[src/verilog/cip_pkg.sv]
package cip_pkg;
  // Common event register bit positions
  localparam int CMN_TIMER = 0;
  localparam int CMN_ERROR = 1;
  localparam int CMN_LOW = 2;
  localparam int CMN_HIGH = 3;
  localparam int CMN_IDLE = 4;
  localparam int CMN_RX = 5;
  localparam int CMN_TX = 6;
  localparam int CMN_WIDTH = 7;
  // Divided event register bit positions
  localparam int DIV_CRC = 0;
  localparam int DIV_FIELD_ON = 1;
  localparam int DIV_FIELD_OFF = 2;
  localparam int DIV_MODE = 3;
  localparam int DIV_WIDTH = 4;
  // Group masks for the two summary lines
  localparam logic [6:0] CMN_HIGH_MASK = 7'h6c;
  localparam logic [6:0] CMN_LOW_MASK = 7'h13;
  // FIFO geometry
  localparam int FIFO_DEPTH = 64;
  localparam int LEVEL_W = 7;
  localparam int THRESH_W = 6;
  // Command codes
  localparam int CMD_W = 4;
  localparam logic [3:0] CMD_IDLE = 4'h0;
  localparam logic [3:0] CMD_NO_CHANGE = 4'h7;
  // Soft power-down exit length in clock cycles
  localparam int PD_EXIT_CYCLES = 1024;
  localparam int PD_CNT_W = 10;
  // Timer and error widths
  localparam int TIMER_W = 16;
  localparam int ERROR_W = 8;
  // Conductance field widths
  localparam int GS_N_W = 4;
  localparam int GS_P_W = 6;
  localparam logic [1:0] DRV_SEL_NONE = 2'h0;
  // Reset values
  localparam logic [3:0] CMD_RESET = 4'h0;
  typedef enum logic [1:0] {CIP_PW_RUN, CIP_PW_SOFT, CIP_PW_EXIT} cip_pw_state_t;
endpackage : cip_pkg

[src/verilog/cip_sync.sv]
`timescale 1ns/1ps
module cip_sync #(
  parameter int WIDTH = 2
) (
  input wire logic clock,
  input wire logic rst_n,
  input wire logic [WIDTH-1:0] async_in,
  output logic [WIDTH-1:0] sync_out_ff
);
  logic [WIDTH-1:0] stage1_ff;

  // Both bits reset to zero: no hard power-down and no field during reset
  always_ff @(posedge clock) begin
    if (!rst_n) begin
      stage1_ff <= {WIDTH{1'b0}};
      sync_out_ff <= {WIDTH{1'b0}};
    end else begin
      stage1_ff <= async_in;
      sync_out_ff <= stage1_ff;
    end
  end
endmodule : cip_sync

[src/verilog/cip_flag_bank.sv]
`timescale 1ns/1ps
module cip_flag_bank #(
  parameter int N = 7
) (
  input wire logic clock,
  input wire logic rst_n,
  input wire logic [N-1:0] hw_set,
  input wire logic sw_wr,
  input wire logic sw_set,
  input wire logic [N-1:0] sw_sel,
  output logic [N-1:0] flags_ff
);
  logic [N-1:0] nxt_flags;

  genvar i;
  generate
    for (i = 0; i < N; i++) begin : g_flag
      // Hardware set beats a software clear in the same cycle
      assign nxt_flags[i] = hw_set[i] | ((sw_wr && sw_sel[i]) ? sw_set : flags_ff[i]);
    end
  endgenerate

  always_ff @(posedge clock) begin
    if (!rst_n) begin
      flags_ff <= {N{1'b0}};
    end else begin
      flags_ff <= nxt_flags;
    end
  end
endmodule : cip_flag_bank

[src/verilog/cip_irq_power.sv]
`timescale 1ns/1ps
// Contract
// - Timer flag sets on count one to zero
// - Transmit flag sets entering end-of-frame
// - Checksum flag sets when checksum done rises
// - Receive flag sets at stream end
// - Idle flag sets when command returns idle
// - Nearly-full flag sets on status rise
// - Nearly-empty flag sets on status rise
// - Field-appeared flag sets on field detect
// - Field-disappeared flag sets on field loss
// - Error flag set while error nonzero
// - Mode-found flag sets on mode detect
// - Group flags into two summary bits
// - Summary interrupts core only when enabled
// - Hard power-down stops all units
// - Power-down bit stops units except detector
// - Soft power-down keeps register contents
// - Field wakes device when wake enabled
// - Exit takes 1024 cycles, bit reads one
// - Force conductance top bits, reads unchanged
// - Driver enables off, receiver stays on
// - Command write starts sequencer execution
// - Firmware may set or clear timer flag
// - Nearly-full when free space at most threshold
// - Nearly-empty when count at most threshold
module cip_irq_power
  import cip_pkg::*;
(
  input wire logic clock,
  input wire logic rst_n,
  input wire logic hard_powerdown_n,
  input wire logic field_detect,
  input wire logic [cip_pkg::TIMER_W-1:0] timer_count,
  input wire logic tx_sending_payload,
  input wire logic tx_sending_eof,
  input wire logic checksum_done_status,
  input wire logic rx_stream_end,
  input wire logic command_done,
  input wire logic [cip_pkg::LEVEL_W-1:0] fifo_level,
  input wire logic [cip_pkg::THRESH_W-1:0] fifo_threshold,
  input wire logic [cip_pkg::ERROR_W-1:0] error_register,
  input wire logic mode_detected,
  input wire logic flag_wr,
  input wire logic flag_wr_set,
  input wire logic [cip_pkg::CMN_WIDTH-1:0] flag_wr_sel_common,
  input wire logic [cip_pkg::DIV_WIDTH-1:0] flag_wr_sel_divided,
  input wire logic high_enable,
  input wire logic low_enable,
  input wire logic cmd_wr,
  input wire logic [cip_pkg::CMD_W-1:0] cmd_wr_code,
  input wire logic cmd_wr_powerdown,
  input wire logic field_wake_enable,
  input wire logic [1:0] driver_select,
  input wire logic antenna_driver1_enable,
  input wire logic antenna_driver2_enable,
  input wire logic [cip_pkg::GS_N_W-1:0] carrier_n_conductance_on,
  input wire logic [cip_pkg::GS_N_W-1:0] carrier_n_conductance_off,
  input wire logic [cip_pkg::GS_N_W-1:0] modulation_n_conductance_on,
  input wire logic [cip_pkg::GS_N_W-1:0] modulation_n_conductance_off,
  input wire logic [cip_pkg::GS_P_W-1:0] carrier_p_conductance,
  input wire logic [cip_pkg::GS_P_W-1:0] modulation_p_conductance,
  output logic [cip_pkg::CMN_WIDTH-1:0] common_event_register,
  output logic [cip_pkg::DIV_WIDTH-1:0] divided_event_register,
  output logic high_priority_summary_ff,
  output logic low_priority_summary_ff,
  output logic irq_high_ff,
  output logic irq_low_ff,
  output logic fifo_nearly_full_status_ff,
  output logic fifo_nearly_empty_status_ff,
  output logic [cip_pkg::CMD_W-1:0] command_code_ff,
  output logic command_start_ff,
  output logic powerdown_bit_ff,
  output logic units_enable_ff,
  output logic field_detector_enable_ff,
  output logic receiver_enable_ff,
  output logic antenna_drive1_ff,
  output logic antenna_drive2_ff,
  output logic [cip_pkg::GS_N_W-1:0] carrier_n_on_drive_ff,
  output logic [cip_pkg::GS_N_W-1:0] carrier_n_off_drive_ff,
  output logic [cip_pkg::GS_N_W-1:0] modulation_n_on_drive_ff,
  output logic [cip_pkg::GS_N_W-1:0] modulation_n_off_drive_ff,
  output logic [cip_pkg::GS_P_W-1:0] carrier_p_drive_ff,
  output logic [cip_pkg::GS_P_W-1:0] modulation_p_drive_ff
);
  import cip_pkg::*;

  logic [1:0] pins_sync;
  logic hard_pd;
  logic field_s;
  cip_pw_state_t pw_state_ff;
  cip_pw_state_t nxt_pw_state;
  logic [PD_CNT_W-1:0] exit_cnt_ff;
  logic [PD_CNT_W-1:0] nxt_exit_cnt;
  logic [TIMER_W-1:0] timer_prev_ff;
  logic tx_payload_prev_ff;
  logic crc_prev_ff;
  logic field_prev_ff;
  logic units_run;
  logic ev_timer, ev_tx, ev_crc, ev_rx, ev_idle, ev_high, ev_low, ev_err, ev_mode;
  logic ev_field_on, ev_field_off;
  logic [LEVEL_W-1:0] free_space;
  logic nxt_full_status, nxt_empty_status;
  logic [CMN_WIDTH-1:0] cmn_set;
  logic [DIV_WIDTH-1:0] div_set;
  logic cmd_takes_code;
  logic force_gs;
  logic wake_req, resume_req;

  cip_sync #(.WIDTH(2)) u_pin_sync (
    .clock(clock),
    .rst_n(rst_n),
    .async_in({field_detect, ~hard_powerdown_n}),
    .sync_out_ff(pins_sync)
  );

  assign hard_pd = pins_sync[0];
  assign field_s = pins_sync[1] & ~hard_pd;
  assign units_run = ~hard_pd && (pw_state_ff == CIP_PW_RUN);

  // Unit events are ignored while stopped so flags hold their content
  assign ev_timer = units_run && (timer_prev_ff == 16'h0001) && (timer_count == 16'h0000);
  assign ev_tx = units_run && tx_payload_prev_ff && tx_sending_eof;
  assign ev_crc = units_run && checksum_done_status && !crc_prev_ff;
  assign ev_rx = units_run && rx_stream_end;
  assign ev_idle = units_run && command_done && (command_code_ff != CMD_IDLE);
  assign free_space = LEVEL_W'(FIFO_DEPTH) - fifo_level;
  assign nxt_full_status = free_space <= {1'b0, fifo_threshold};
  assign nxt_empty_status = fifo_level <= {1'b0, fifo_threshold};
  assign ev_high = units_run && nxt_full_status && !fifo_nearly_full_status_ff;
  assign ev_low = units_run && nxt_empty_status && !fifo_nearly_empty_status_ff;
  assign ev_err = units_run && (|error_register);
  assign ev_mode = units_run && mode_detected;
  // Field detector keeps running in soft power-down
  assign ev_field_on = field_s && !field_prev_ff;
  assign ev_field_off = !field_s && field_prev_ff && !hard_pd;

  assign cmn_set = {ev_tx, ev_rx, ev_idle, ev_high, ev_low, ev_err, ev_timer};
  assign div_set = {ev_mode, ev_field_off, ev_field_on, ev_crc};

  cip_flag_bank #(.N(CMN_WIDTH)) u_common_flags (
    .clock(clock),
    .rst_n(rst_n),
    .hw_set(cmn_set),
    .sw_wr(flag_wr),
    .sw_set(flag_wr_set),
    .sw_sel(flag_wr_sel_common),
    .flags_ff(common_event_register)
  );

  cip_flag_bank #(.N(DIV_WIDTH)) u_divided_flags (
    .clock(clock),
    .rst_n(rst_n),
    .hw_set(div_set),
    .sw_wr(flag_wr),
    .sw_set(flag_wr_set),
    .sw_sel(flag_wr_sel_divided),
    .flags_ff(divided_event_register)
  );

  // Command field; no-change code only touches the power-down bit
  assign cmd_takes_code = cmd_wr && (cmd_wr_code != CMD_NO_CHANGE) && units_run;
  assign wake_req = field_wake_enable && field_s;
  assign resume_req = cmd_wr && !cmd_wr_powerdown;

  always_comb begin
    nxt_pw_state = pw_state_ff;
    nxt_exit_cnt = exit_cnt_ff;
    case (pw_state_ff)
      CIP_PW_RUN: begin
        if (cmd_wr && cmd_wr_powerdown) begin
          nxt_pw_state = CIP_PW_SOFT;
        end
      end
      CIP_PW_SOFT: begin
        if (resume_req || wake_req) begin
          nxt_pw_state = CIP_PW_EXIT;
          nxt_exit_cnt = '0;
        end
      end
      CIP_PW_EXIT: begin
        // Oscillator settles before units restart
        if (exit_cnt_ff == PD_CNT_W'(PD_EXIT_CYCLES - 1)) begin
          nxt_pw_state = CIP_PW_RUN;
        end else begin
          nxt_exit_cnt = exit_cnt_ff + 1'b1;
        end
      end
      default: begin
        nxt_pw_state = CIP_PW_RUN;
      end
    endcase
  end

  assign force_gs = (pw_state_ff != CIP_PW_RUN) && (driver_select != DRV_SEL_NONE);

  always_ff @(posedge clock) begin
    if (!rst_n) begin
      pw_state_ff <= CIP_PW_RUN;
      exit_cnt_ff <= '0;
      powerdown_bit_ff <= 1'b0;
    end else begin
      pw_state_ff <= nxt_pw_state;
      exit_cnt_ff <= nxt_exit_cnt;
      powerdown_bit_ff <= nxt_pw_state != CIP_PW_RUN;
    end
  end

  always_ff @(posedge clock) begin
    if (!rst_n) begin
      command_code_ff <= CMD_RESET;
      command_start_ff <= 1'b0;
    end else begin
      command_start_ff <= cmd_takes_code && (cmd_wr_code != CMD_IDLE);
      if (cmd_takes_code) begin
        command_code_ff <= cmd_wr_code;
      end else if (units_run && command_done) begin
        command_code_ff <= CMD_IDLE;
      end
    end
  end

  always_ff @(posedge clock) begin
    if (!rst_n) begin
      timer_prev_ff <= '0;
      tx_payload_prev_ff <= 1'b0;
      crc_prev_ff <= 1'b0;
      field_prev_ff <= 1'b0;
      fifo_nearly_full_status_ff <= 1'b0;
      fifo_nearly_empty_status_ff <= 1'b0;
    end else begin
      timer_prev_ff <= timer_count;
      tx_payload_prev_ff <= tx_sending_payload;
      crc_prev_ff <= checksum_done_status;
      field_prev_ff <= field_s;
      fifo_nearly_full_status_ff <= nxt_full_status;
      fifo_nearly_empty_status_ff <= nxt_empty_status;
    end
  end

  always_ff @(posedge clock) begin
    if (!rst_n) begin
      high_priority_summary_ff <= 1'b0;
      low_priority_summary_ff <= 1'b0;
      irq_high_ff <= 1'b0;
      irq_low_ff <= 1'b0;
    end else begin
      high_priority_summary_ff <= |(common_event_register & CMN_HIGH_MASK);
      low_priority_summary_ff <= (|(common_event_register & CMN_LOW_MASK))
        || (|divided_event_register);
      irq_high_ff <= high_priority_summary_ff && high_enable;
      irq_low_ff <= low_priority_summary_ff && low_enable;
    end
  end

  // Forced bits reach only the driver stage; register reads stay untouched
  always_ff @(posedge clock) begin
    if (!rst_n) begin
      units_enable_ff <= 1'b0;
      field_detector_enable_ff <= 1'b0;
      receiver_enable_ff <= 1'b0;
      antenna_drive1_ff <= 1'b0;
      antenna_drive2_ff <= 1'b0;
      carrier_n_on_drive_ff <= '0;
      carrier_n_off_drive_ff <= '0;
      modulation_n_on_drive_ff <= '0;
      modulation_n_off_drive_ff <= '0;
      carrier_p_drive_ff <= '0;
      modulation_p_drive_ff <= '0;
    end else begin
      units_enable_ff <= units_run;
      field_detector_enable_ff <= !hard_pd;
      receiver_enable_ff <= units_run;
      antenna_drive1_ff <= units_run && antenna_driver1_enable;
      antenna_drive2_ff <= units_run && antenna_driver2_enable;
      carrier_n_on_drive_ff <= carrier_n_conductance_on | {force_gs, 3'h0};
      carrier_n_off_drive_ff <= carrier_n_conductance_off | {force_gs, 3'h0};
      modulation_n_on_drive_ff <= modulation_n_conductance_on | {force_gs, 3'h0};
      modulation_n_off_drive_ff <= modulation_n_conductance_off | {force_gs, 3'h0};
      carrier_p_drive_ff <= carrier_p_conductance | {force_gs, 5'h00};
      modulation_p_drive_ff <= modulation_p_conductance | {force_gs, 5'h00};
    end
  end
endmodule : cip_irq_power

[config.mk]
export PLATFORM = sky130hd
export DESIGN_NAME = cip_irq_power
export DESIGN_NICKNAME = d
export VERILOG_FILES = /design/src/verilog/cip_pkg.sv /design/src/verilog/cip_sync.sv /design/src/verilog/cip_flag_bank.sv /design/src/verilog/cip_irq_power.sv
export SDC_FILE = /design/constraint.sdc
export NUM_CORES = 1
export LEC_CHECK = 0
export ABC_AREA = 1
export BUFFER_PORTS_ARGS = -buffer_cell sky130_fd_sc_hd__clkbuf_2
export CAP_MARGIN = 20
export CORE_MARGIN = 2
export CORE_UTILIZATION = 39
export DETAILED_ROUTE_END_ITERATION = 6
export PLACE_DENSITY_LB_ADDON = 0.12
export SLEW_MARGIN = 40
export SYNTH_ARGS = -nofsm -noshare
export SYNTH_HDL_FRONTEND = slang
export SYNTH_HIERARCHICAL = 1
export SYNTH_SLANG_ARGS = --single-unit
export TNS_END_PERCENT = 10
[constraint.sdc]
create_clock -name clock -period 3.18 [get_ports clock]
set_clock_uncertainty 0.2 [all_clocks]
set_input_delay 0.795 -clock clock [delete_from_list [all_inputs] [get_ports clock]]
set_output_delay 0.795 -clock clock [all_outputs]
set_load 0.02 [all_outputs]
==> out/summary.txt <==
FLOORPLAN
-----------------------------------------------------------------------------------------------
Die Y ............................................................................       105 µm
Placeable core region ............................................................     9770 µm²
Number of rows in the core area ..................................................           36
Die X-Extent .....................................................................       105 µm
Starting density of the core .....................................................        40.3%
I/O pin cnt ......................................................................          157
Die area .........................................................................    10900 µm²

STA
-----------------------------------------------------------------------------------------------
Total of endpoints with negative setup slack in the final report .................            0
Sum of negative setup slack ......................................................         0 ns
Achievable frequency .............................................................      375 MHz
Worst slew pin tran ..............................................................     0.622 ns
Post-layout min period ...........................................................      2.67 ns
Hold violation count in the final report .........................................            0
RSZ-0062 raised after global routing .............................................        false
Worst relative slew slack ........................................................        58.1%
Final-report max-slew violation count ............................................            0
Post-route clock period utilization ..............................................        83.8%

WORST SETUP PATH
-----------------------------------------------------------------------------------------------
Type of element capturing the critical path ......................................    flip-flop
WP data arrival ..................................................................      2.78 ns
Startpoint class of the critical path ............................................   input port
Logic depth of the worst register-to-register path ...............................            9
Biggest cell delay along the critical path .......................................      0.36 ns
Worst endpoint required time .....................................................      3.29 ns
Critical path depth ..............................................................           16
Gate family responsible for the most delay along the worst path .................. simple AND/OR/NAND/NOR gates
Category of the most critical setup path ......................................... input port to flip-flop
Crit-path max FO .................................................................            3
Sequence of cells on the critical path ........................................... clkbuf_2 > inv_1 > ha_1 > nor3b_1 > xor2_1 > ha_1 > and3_1 > nand2_1 > nand3_1 > nand2_1 > nand3_1 > nor2_1 > inv_1 > nand3_1 > nand2_1 > inv_1
Worst path slowest cell ..........................................................      nor3b_1
Critical path buffer and inverter count ..........................................            4

DRT
-----------------------------------------------------------------------------------------------
Count of unresolved DRC violations after routing .................................            0
Total routed wirelength ..........................................................      8980 µm
Mean routed wirelength per cell ..................................................      10.7 µm
Antenna viol nets, final .........................................................            0
DRT Pass-1 Iters .................................................................            4
Via count ........................................................................         3715
Via/cell ratio ...................................................................         4.42
Number of DRC violations after detailed-routing iteration 0 ......................           89

CELLS AND AREA
-----------------------------------------------------------------------------------------------
Layout-stage area growth over the synthesis result ...............................        27.3%
Leading cell type in the layout, fill and taps excluded ..........................     clkbuf_2
Diode count ......................................................................            0
Fraction of layout cells with a size suffix above 1 ..............................        26.1%
Most used cells in the layout excluding fill and tap cells ....................... clkbuf_2, nand2_1, inv_1, dfxtp_1, nand3_1
Layout Nets ......................................................................          821
Final instance area ..............................................................     5020 µm²

POWER
-----------------------------------------------------------------------------------------------
Net switching fraction of the power ..............................................        30.1%
Proportion of power drawn by the clock network ...................................        31.0%
Register share of total power ....................................................        51.8%
Final total power ................................................................      2.36 mW
Internal power contribution ......................................................      1.65 mW
Portion of total power attributed to combinational logic .........................        17.2%
Pwr/cell area ....................................................................   470 nW/µm²
Max VDD drop .....................................................................       315 µV
Leakage power total ..............................................................      2.90 nW
Switching power ..................................................................     0.710 mW

GLOBAL ROUTE
-----------------------------------------------------------------------------------------------
Number of global-route vias before repair ........................................         3494
Met3 Use GR ......................................................................        4.89%
Met1 GRT Util ....................................................................        19.0%
Congestion Overflow GR ...........................................................            0
Most used routing layer ..........................................................         met2
Wire length of the first global-routing pass .....................................     15000 µm
Met2 layer usage reported by global route ........................................        29.6%
Overall routing resource usage ...................................................        16.7%
Antenna violations before repair .................................................            0
Largest net degree at the start of global routing ................................           59

CLOCK TREE
-----------------------------------------------------------------------------------------------
Clock input transition at the sequential cells of the worst setup and hold paths .      0.10 ns
Clock Tree Buf Depth .............................................................            2
Post-CTS Resized .................................................................            0
CTS Buf Count ....................................................................            9
Skew-Pair Late Insertion Delay ...................................................      0.36 ns
Clock root buffer ................................................................     clkbuf_8
CTS H-tree depth .................................................................            3
Hold-fix buffers at CTS ..........................................................            0
Clock sink count .................................................................           90
CTS tree .........................................................................          yes
Setup Fix Bufs, Post-CTS .........................................................            0

MIN PATH
-----------------------------------------------------------------------------------------------
Worst hold path cell count .......................................................            2
Hold crit path type .............................................................. flip-flop to flip-flop

LOGIC SYNTHESIS
-----------------------------------------------------------------------------------------------
Synth Warn # .....................................................................            6
Share of synthesized area occupied by flip-flops and latches .....................        45.7%
Post-synthesis instance area .....................................................     3940 µm²
Post-synthesis sequential element count ..........................................           90
Number of nets in the synthesized netlist ........................................          663
Mean area per synthesized cell ...................................................     7.23 µm²
Cells after synthesis ............................................................          545
Distinct cell type count after synthesis .........................................           31

PLACEMENT
-----------------------------------------------------------------------------------------------
Number of I/O port buffers .......................................................          156
Cell area after placement ........................................................     4830 µm²
Final GP Congestion ..............................................................        0.813
Half-perimeter wire length of the detailed placement result ......................      7070 µm

RUN STATUS
-----------------------------------------------------------------------------------------------
Result of the run ................................................................ finished, final reports clean

JOB
-----------------------------------------------------------------------------------------------
Max-cap violations ...............................................................            0

## layer usage
| layer | vias to the layer above | part of all wire (%) |
|---|---|---|
| met4 | 0 | 1.6 |
| li1 | 1986 | - |
| met3 | 15 | 6.1 |
| met2 | 102 | 48 |
| met5 | - | 0 |
| met1 | 1612 | 44 |
## logic make-up (layout without fill, tap and decap cells)
family,after synthesis,count (layout),share of synthesized area (%)
fa+ha+maj,17,17,5.40
flops,90,90,45.7
simple gates,275,275,30.8
xor+xnor,5,5,1.11
compound gates,32,32,4.13
buf+inv,126,289,12.9
## flip-flops by register name, indices dropped and copies added (netlist names), 2 cells and up
| name | cells |
|---|---|
| timer_prev_ff | 16 |
| exit_cnt_ff | 10 |
| u_common_flags/flags_ff | 7 |
| carrier_p_drive_ff | 6 |
| modulation_p_drive_ff | 6 |
| carrier_n_off_drive_ff | 4 |
| carrier_n_on_drive_ff | 4 |
| command_code_ff | 4 |
| modulation_n_off_drive_ff | 4 |
| modulation_n_on_drive_ff | 4 |
| u_divided_flags/flags_ff | 4 |
| pw_state_ff | 2 |
| u_pin_sync/stage1_ff | 2 |
| u_pin_sync/sync_out_ff | 2 |
## cells in the mapped netlist, drive strengths merged
master  number  area share [%]
nor4        10             1.6
nor3b        1            0.19
a21oi       26             3.3
nand3       49             6.3
or2          2            0.32
nand4       11             2.1
nor2        48             5.1
o21ai        5            0.63
nand3b       1            0.19
nor3         4            0.51
and3         1            0.16
xnor2        3            0.67
buf          7             1.5
clkbuf       5            0.48
xor2         2            0.44
nand2      148              14
dfxtp       90              46
ha          17             5.4
inv        114              11
o211ai       1            0.19
## worst min-delay path: stages (launching register included)
cell and delay (ns):
dfxtp_1 0.31, nand2_1 0.04, inv_1 0.03
## through the flow
step | util, % | setup WS (ns) | hold slack [ns] | instances
final | 51.3 | 0.515 | 0.214 | 841
after global routing | 51.3 | 0.270 | 0.257 | 841
after CTS | 51.3 | 0.511 | 0.220 | 841
after detailed placement | 49.5 | 0.125 | 0.193 | 825
after global placement | 49.5 | 0.236 | 0.193 | 825
after floorplan | - | 0.507 | 0.186 | 545
## path summary, 6_finish.rpt
| path | start | end | slack (ns) |
|---|---|---|---|
| min | u_pin_sync/stage1_ff[0] | u_pin_sync/sync_out_ff[0] | 0.21 |
| min reg2reg | u_pin_sync/stage1_ff[0] | u_pin_sync/sync_out_ff[0] | 0.21 |
| max reg2reg | exit_cnt_ff[0] | exit_cnt_ff[0] | 1.28 |
| max | fifo_level[0] | u_common_flags/flags_ff[3] | 0.51 |
## power by group through the flow
stage / clock network, mW / registers (mW) / logic (mW)
finish: 0.732 / 1.22 / 0.406
global route: 0.806 / 1.23 / 0.461
CTS: 0.761 / 1.22 / 0.412
detailed placement: 0 / 1.25 / 0.410
global placement: 0 / 1.25 / 0.402
floorplan: 0 / 1.30 / 0.184
## area by class of cell
cell class / instances / area, µm²
fill: 1013 / 4760
sequential: 90 / 1800
multi-input combinational: 329 / 1630
timing repair buffer: 159 / 803
inverter: 114 / 430
tap: 133 / 166
clock buffer: 9 / 124
clock inverter: 7 / 57.6
No activity file was read; power rests on OpenSTA's default activity.
